==> src/rphb_pkg.sv <==
// Overview of operation
// - record offsets zero to seven are reserved for the header, ahead of payload.
// - payload bytes are stored in order from offset 8 to size plus seven.
// - stored byte count equals payload size plus eight.
// - serial bus engine writes header bytes zero through five.
// - engine buffer dma writes header bytes six and seven, the byte count.
// - toggle mismatch flag set when current toggle equals previous toggle.
// - byte zero records the toggle of the most recently received packet.
// - crc error flag set in byte zero when received crc is invalid.
package rphb_pkg;

  // =====================================================================
  // record layout
  localparam int unsigned REC_AW      = 11;
  localparam logic [10:0] OFS_BYTE0   = 11'h000;
  localparam logic [10:0] OFS_PAYLOAD = 11'h008;
  localparam logic [2:0]  HDR_LAST    = 3'h7;
  localparam logic [2:0]  HDR_SE_LAST = 3'h5;
  localparam logic [10:0] HDR_LEN     = 11'h008;

  // =====================================================================
  // header byte zero field positions
  localparam int unsigned BIT_CRC_ERR  = 7;
  localparam int unsigned BIT_PREV_TOG = 6;
  localparam int unsigned BIT_MISMATCH = 5;

  // =====================================================================
  // reset values and limits
  localparam logic        PREV_TOG_RST    = 1'h1;
  localparam int unsigned MAX_PAYLOAD_DEF = 1280;
  localparam int unsigned NUM_EP_DEF      = 16;

  typedef enum logic [1:0] {
    ST_IDLE,
    ST_PAYLOAD,
    ST_HEADER
  } rphb_state_t;

endpackage

==> src/rphb_header_builder.sv <==
`timescale 1ns/100ps
`default_nettype none

module rphb_header_builder #(
  parameter int unsigned MAX_PAYLOAD = rphb_pkg::MAX_PAYLOAD_DEF,
  parameter int unsigned NUM_EP      = rphb_pkg::NUM_EP_DEF
) (
  input  wire logic                       mclk_i,
  input  wire logic                       rst_b_i,
  input  wire logic                       pkt_start_i,
  input  wire logic [3:0]                 pkt_endpoint_i,
  input  wire logic [3:0]                 pkt_pid_i,
  input  wire logic [6:0]                 matched_function_address_i,
  input  wire logic [15:0]                frame_count_i,
  input  wire logic                       pkt_toggle_i,
  input  wire logic                       rx_valid_i,
  input  wire logic [7:0]                 rx_data_i,
  input  wire logic                       pkt_end_i,
  input  wire logic                       crc_bad_i,
  output logic                            buf_wr_o,
  output logic [rphb_pkg::REC_AW-1:0]     buf_addr_o,
  output logic [7:0]                      buf_data_o,
  output logic                            buf_wr_dma_o,
  output logic                            record_done_o,
  output logic                            busy_o
);
  import rphb_pkg::*;

  // =====================================================================
  // state and captured packet fields
  rphb_state_t         state_reg, state_next;
  logic [3:0]          ep_reg;
  logic [3:0]          pid_reg;
  logic [6:0]          addr_reg;
  logic [15:0]         frame_reg;
  logic                tog_reg;
  logic                mismatch_reg;
  logic                crc_reg;
  logic [REC_AW-1:0]   count_reg;
  logic [2:0]          hdr_idx_reg;
  logic [NUM_EP-1:0]   prev_tog_reg;

  logic                wr_reg;
  logic [REC_AW-1:0]   addr_out_reg;
  logic [7:0]          data_out_reg;
  logic                dma_reg;
  logic                done_reg;

  // =====================================================================
  // decoding
  wire logic          take_start;
  wire logic          take_byte;
  wire logic          take_end;
  wire logic          room_left;
  wire logic          prev_tog_sel;
  wire logic          mismatch_now;
  wire logic [REC_AW-1:0] byte_count;
  wire logic [REC_AW-1:0] payload_addr;
  wire logic [7:0]    byte0;
  wire logic [7:0]    byte1;
  wire logic [7:0]    byte2;
  wire logic [7:0]    hdr_byte;
  wire logic          hdr_by_dma;
  wire logic [3:0]    ep_idx;

  // a new packet is only taken while idle; the caller watches busy_o
  assign take_start = (state_reg == ST_IDLE) && pkt_start_i;
  // a byte that arrives with the end strobe is dropped and must not be counted
  assign take_byte  = (state_reg == ST_PAYLOAD) && rx_valid_i && room_left
                      && !pkt_end_i;
  assign take_end   = (state_reg == ST_PAYLOAD) && pkt_end_i;

  // bytes past the buffer limit are dropped so the count stays honest
  assign room_left = (count_reg < REC_AW'(MAX_PAYLOAD));

  // toggle compare against the last toggle seen on this endpoint
  assign ep_idx       = pkt_endpoint_i;
  assign prev_tog_sel = prev_tog_reg[ep_idx];
  assign mismatch_now = (prev_tog_sel == pkt_toggle_i);

  // payload lands after the eight header bytes
  assign payload_addr = OFS_PAYLOAD + count_reg;
  assign byte_count   = count_reg + HDR_LEN;

  // header byte assembly
  assign byte0 = {crc_reg,
                  tog_reg,
                  mismatch_reg,
                  1'h0,
                  ep_reg};
  assign byte1 = {4'h0, pid_reg};
  assign byte2 = {1'h0, addr_reg};

  assign hdr_byte = (hdr_idx_reg == 3'h0) ? byte0 :
                    (hdr_idx_reg == 3'h1) ? byte1 :
                    (hdr_idx_reg == 3'h2) ? byte2 :
                    (hdr_idx_reg == 3'h3) ? 8'h00 :
                    (hdr_idx_reg == 3'h4) ? frame_reg[7:0] :
                    (hdr_idx_reg == 3'h5) ? frame_reg[15:8] :
                    (hdr_idx_reg == 3'h6) ? byte_count[7:0] :
                    {5'h00, byte_count[10:8]};

  // bytes six and seven belong to the buffer dma side
  assign hdr_by_dma = (hdr_idx_reg > HDR_SE_LAST);

  // =====================================================================
  // next state
  always_comb begin
    state_next = state_reg;
    case (state_reg)
      ST_IDLE: begin
        if (pkt_start_i) begin
          state_next = ST_PAYLOAD;
        end
      end
      ST_PAYLOAD: begin
        if (pkt_end_i) begin
          state_next = ST_HEADER;
        end
      end
      ST_HEADER: begin
        if (hdr_idx_reg == HDR_LAST) begin
          state_next = ST_IDLE;
        end
      end
      default: begin
        state_next = ST_IDLE;
      end
    endcase
  end

  // =====================================================================
  // state register
  always_ff @(posedge mclk_i) begin
    if (!rst_b_i) begin
      state_reg <= ST_IDLE;
    end else begin
      state_reg <= state_next;
    end
  end

  // =====================================================================
  // capture of per-packet fields at start
  always_ff @(posedge mclk_i) begin
    if (!rst_b_i) begin
      ep_reg       <= 4'h0;
      pid_reg      <= 4'h0;
      addr_reg     <= 7'h00;
      frame_reg    <= 16'h0000;
      tog_reg      <= 1'h0;
      mismatch_reg <= 1'h0;
    end else if (take_start) begin
      ep_reg       <= pkt_endpoint_i;
      pid_reg      <= pkt_pid_i;
      addr_reg     <= matched_function_address_i;
      frame_reg    <= frame_count_i;
      tog_reg      <= pkt_toggle_i;
      mismatch_reg <= mismatch_now;
    end
  end

  // =====================================================================
  // previous toggle per endpoint; packet is stored even on mismatch
  // reset to one so a first data0 after reset is not flagged
  always_ff @(posedge mclk_i) begin
    if (!rst_b_i) begin
      prev_tog_reg <= {NUM_EP{PREV_TOG_RST}};
    end else if (take_start) begin
      prev_tog_reg[ep_idx] <= pkt_toggle_i;
    end
  end

  // =====================================================================
  // crc status, taken with the end of packet
  always_ff @(posedge mclk_i) begin
    if (!rst_b_i) begin
      crc_reg <= 1'h0;
    end else if (take_start) begin
      crc_reg <= 1'h0;
    end else if (take_end) begin
      crc_reg <= crc_bad_i;
    end
  end

  // =====================================================================
  // payload byte counter and header index
  always_ff @(posedge mclk_i) begin
    if (!rst_b_i) begin
      count_reg   <= '0;
      hdr_idx_reg <= 3'h0;
    end else begin
      if (take_start) begin
        count_reg <= '0;
      end else if (take_byte) begin
        count_reg <= count_reg + REC_AW'(1);
      end
      if (state_reg == ST_HEADER) begin
        hdr_idx_reg <= hdr_idx_reg + 3'h1;
      end else begin
        hdr_idx_reg <= 3'h0;
      end
    end
  end

  // =====================================================================
  // buffer write port; header goes last since crc is known only at end
  always_ff @(posedge mclk_i) begin
    if (!rst_b_i) begin
      wr_reg       <= 1'h0;
      addr_out_reg <= '0;
      data_out_reg <= 8'h00;
      dma_reg      <= 1'h0;
      done_reg     <= 1'h0;
    end else begin
      wr_reg   <= 1'h0;
      dma_reg  <= 1'h0;
      done_reg <= 1'h0;
      if (take_byte && !take_end) begin
        wr_reg       <= 1'h1;
        addr_out_reg <= payload_addr;
        data_out_reg <= rx_data_i;
      end else if (state_reg == ST_HEADER) begin
        wr_reg       <= 1'h1;
        addr_out_reg <= OFS_BYTE0 + {8'h00, hdr_idx_reg};
        data_out_reg <= hdr_byte;
        dma_reg      <= hdr_by_dma;
        done_reg     <= (hdr_idx_reg == HDR_LAST);
      end
    end
  end

  // =====================================================================
  // outputs
  assign buf_wr_o      = wr_reg;
  assign buf_addr_o    = addr_out_reg;
  assign buf_data_o    = data_out_reg;
  assign buf_wr_dma_o  = dma_reg;
  assign record_done_o = done_reg;
  assign busy_o        = (state_reg != ST_IDLE);

endmodule

`default_nettype wire

==> config.mk <==
export PLATFORM = sky130hd
export DESIGN_NAME = rphb_header_builder
export DESIGN_NICKNAME = d
export VERILOG_FILES = /design/src/rphb_pkg.sv /design/src/rphb_header_builder.sv
export SDC_FILE = /design/constraint.sdc
export NUM_CORES = 1
export LEC_CHECK = 0
export BUFFER_PORTS_ARGS = -buffer_cell sky130_fd_sc_hd__buf_4
export CELL_PAD_IN_SITES_DETAIL_PLACEMENT = 0
export CELL_PAD_IN_SITES_GLOBAL_PLACEMENT = 1
export CORE_ASPECT_RATIO = 1.1
export CORE_MARGIN = 3
export CORE_UTILIZATION = 35
export DETAILED_ROUTE_END_ITERATION = 10
export PLACE_DENSITY_LB_ADDON = 0.1
export SLEW_MARGIN = 20
export SYNTH_ARGS = -nofsm -noshare
export SYNTH_HDL_FRONTEND = slang
export SYNTH_SLANG_ARGS = --single-unit
==> constraint.sdc <==
create_clock -name mclk_i -period 2.9 [get_ports mclk_i]
set_input_delay 0.725 -clock mclk_i [delete_from_list [all_inputs] [get_ports mclk_i]]
set_output_delay 0.725 -clock mclk_i [all_outputs]
set_load 0.02 [all_outputs]
==> flow_summary_export.csv <==
group,metric,value,unit
global_route,antenna_violations_before_repair,0,
sta,tightestPinTransition,0.791,ns
synth,post_synth_num_cell_types,53,
sta,hold_viol_final,0,
final_layout,layout.nets,646,
sta,min_period_over_period,82.9,%
min_path,worst_hold_path.num_cells,2,
clocking,clock_network_latency_to_the_later_pin_of_the_worst_skew_pair,0.34,ns
setup_path,critPathMaxStageDelay,0.47,ns
clocking,tritoncts.num_buffers,9,
synth,synthArstFlopShare,0,%
job,max_cap_violations,0,
global_route,track_usage,18.2,%
setup_path,r2r_start,"hdr_idx_reg[0]",
setup_path,worstPathRequired,3.19,ns
clocking,clock-root-buffer,"clkbuf_16",
clocking,cts_repair_resize_count,0,
place,placement.io_buffers,68,
final_layout,design_area,5130,um2
clocking,clock_sink_count,88,
synth,synth-seq-cells,88,
sta,timing.max_slew.rel_slack,47.2,%
sta,fmaxAchievable,416,MHz
setup_path,r2r_cells,7,
setup_path,critPathBufInv,1,
final_layout,insertedDiodeCount,0,
setup_path,crit_type,"reg -> reg",
setup_path,worstReg2RegEnd,"buf_data_o[0]",
routing,drc_violation_total_after_the_first_tritonroute_iteration,194,
setup_path,critPathTopFamily,"compound AO/OA/AOI/OAI gates",
floorplan,initial_utilization,36.2,%
place,place_area,4840,um2
floorplan,die_area,13400,um2
clocking,maximum_buffer_depth_of_the_clock_tree,2,
floorplan,ios,69,
outcome,status,"complete, no violations",
sta,finalSetupTns,0,ns
power_and_ir_drop,ir_worst_vdd,0.227,mV
setup_path,slowest_stage,"a311oi_1",
global_route,vias_in_the_first_global_route,3515,
setup_path,type_of_destination_of_the_critical_path,"flop",
clocking,cts_setup_buffers,0,
place,hpwl,8810,um
floorplan,core-area,11600,um2
global_route,grt_max_degree,47,
synth,netlist_area,4220,um2
power_and_ir_drop,powerDensity,527,nW/um2
sta,grt_setup_unrepaired,"no",
sta,min_period,2.40,ns
setup_path,worstPathMaxFanout,13,
sta,clock_skew,0.00822,ns
setup_path,crit_path_cell_trace,"inv_1 > ha_1 > nor2b_1 > a311oi_1 > o311ai_0 > a221oi_1 > a21o_1",
routing,drt_wl_total,12200,um
final_layout,drive_gt1_share,17.6,%
setup_path,start_kind,"flop",
clocking,cts_hold_repair.buffers,0,
min_path,min_to,"pid_reg[2]",
global_route,grt_remaining_overflow,0,
clocking,worst_setup_hold_path_clk_slew,0.07,ns
floorplan,die_height,121,um
setup_path,timing.reg2reg.setup_slack,0.50,ns
final_layout,area_growth_syn_to_layout,21.6,%
setup_path,crit_cells,7,
synth,primary_ff_master_synth,"dfxtp_1",
place,gp_routability_congestion,0.833,
floorplan,floorplan.rows,41,
synth,yosys.area.top_type,"dfxtp_1",
setup_path,critPathArrivalTime,2.70,ns
routing,detailedRoute.firstPassIterationCount,5,
min_path,hold_path_startpoint,"pid_reg[2]",
routing,via_count,3865,
power_and_ir_drop,leakage,1.94,nW
sta,report.final.slew_viol_count,0,
routing,drc_errors,0,
floorplan,chipWidth,111,um
synth,synth_fp_nets,596,
routing,antenna_violating_nets_post_route,0,
min_path,min_path_type,"reg -> reg",
clocking,cts_tree,"built",
synth,synth_sequential_area_ratio,41.8,%
synth,synth.avg_cell_area,7.78,um2
sta,timing.final.setup_violations,0,
synth,portion_of_synthesized_cell_area_occupied_by_the_leading_cell_type,41.8,%
place,numPlacedInstances,731,
synth,postSynthCellCount,542,
final_layout,finish.cell_count_without_fillers,746,
synth,synth_top_cells_by_area,"dfxtp_1 (42%), nand2_1 (10%), a21oi_1 (6.3%)",
global_route,grt_first_pass_wirelength,19300,um
clocking,maximum_level_of_the_cts_h_tree,3,
synth,yosysWarningCount,0,
routing,vias_per_cell,5.18,
routing,routed_wire_length_per_instance,16.3,um
synth,synth-edff-count,0,
## through the flow
stage          total power, mW  util (%)  setup slack (ns)  hold slack, ns
2_1_floorplan             1.48         -             0.768           0.432
3_3_place_gp              1.59      41.5             0.542           0.444
3_5_place_dp              1.59      41.5             0.536           0.449
4_1_cts                   2.74      44.0             0.526           0.458
5_1_grt                   2.81      44.0             0.331           0.474
6_report                  2.70      44.0             0.496           0.454
## routing by layer
metal | wire length (um) | vias to the layer above | GRT usage, %
met5 | 0 | - | 0
met1 | 5900 | 1805 | 25.9
met4 | 238 | 0 | 8.08
li1 | - | 1961 | -
met2 | 5620 | 85 | 27.4
met3 | 426 | 14 | 2.69
## Yosys cell counts (all sizes together), types with 8 or more instances
master  number
ha           8
nand2      116
nor2        40
clkbuf      33
nor3        11
xnor2        8
o21ai       32
mux2i        8
a21oi       53
dfxtp       88
nand3       40
inv         12
## worst max path at each step
stage	start	endpoint
3_5_place_dp	hdr_idx_reg[0]	buf_data_o[0]
2_1_floorplan	pkt_start_i	prev_tog_reg[0]
5_1_grt	hdr_idx_reg[0]	buf_data_o[0]
6_report	hdr_idx_reg[0]	buf_data_o[0]
4_1_cts	hdr_idx_reg[0]	buf_data_o[0]
3_3_place_gp	hdr_idx_reg[0]	buf_data_o[0]
## cell families (layout without fill, tap and decap cells)
| family | after synthesis | after routing | share of synthesized area, % |
|---|---|---|---|
| compound gates | 120 | 120 | 16.8 |
| xor+xnor | 12 | 12 | 2.49 |
| fa+ha+maj | 8 | 8 | 2.37 |
| buf+inv | 52 | 106 | 4.98 |
| flops | 88 | 88 | 41.8 |
| mux | 13 | 13 | 4.30 |
| simple gates | 249 | 249 | 27.3 |
## worst register-to-register path, cell delays in order (launching register included)
cell      delay (ns)
dfxtp_1         0.41
inv_1           0.09
ha_1            0.38
nor2b_1         0.28
a311oi_1        0.47
o311ai_0        0.30
a221oi_1        0.33
a21o_1          0.11
## area by class of cell
type / count / area, um2
clock buffer: 13 / 280
clock inverter: 2 / 12.5
inverter: 13 / 48.8
tap: 150 / 188
fill: 1197 / 6520
sequential: 88 / 1760
multi-input combinational: 402 / 2250
timing repair buffer: 78 / 586
## where the power goes
| group | internal, mW | switching, mW |
|---|---|---|
| Combinational | 0.116 | 0.162 |
| Clock | 0.669 | 0.472 |
| Sequential | 1.25 | 0.0326 |
| Total | 2.04 | 0.666 |
## cells in the final DEF, fill, tap and decap left out, types with 6 or more instances in the layout
cell type	n
nand2_1	116
mux2i_1	8
nand2b_1	7
nand3_1	40
nor2b_1	7
xnor2_1	8
o21ai_0	32
nor2_1	40
a21oi_1	53
nor3_1	10
inv_1	11
a31oi_1	6
clkbuf_16	9
dfxtp_1	88
buf_4	78
ha_1	8
(Power assumes the default switching activity.)
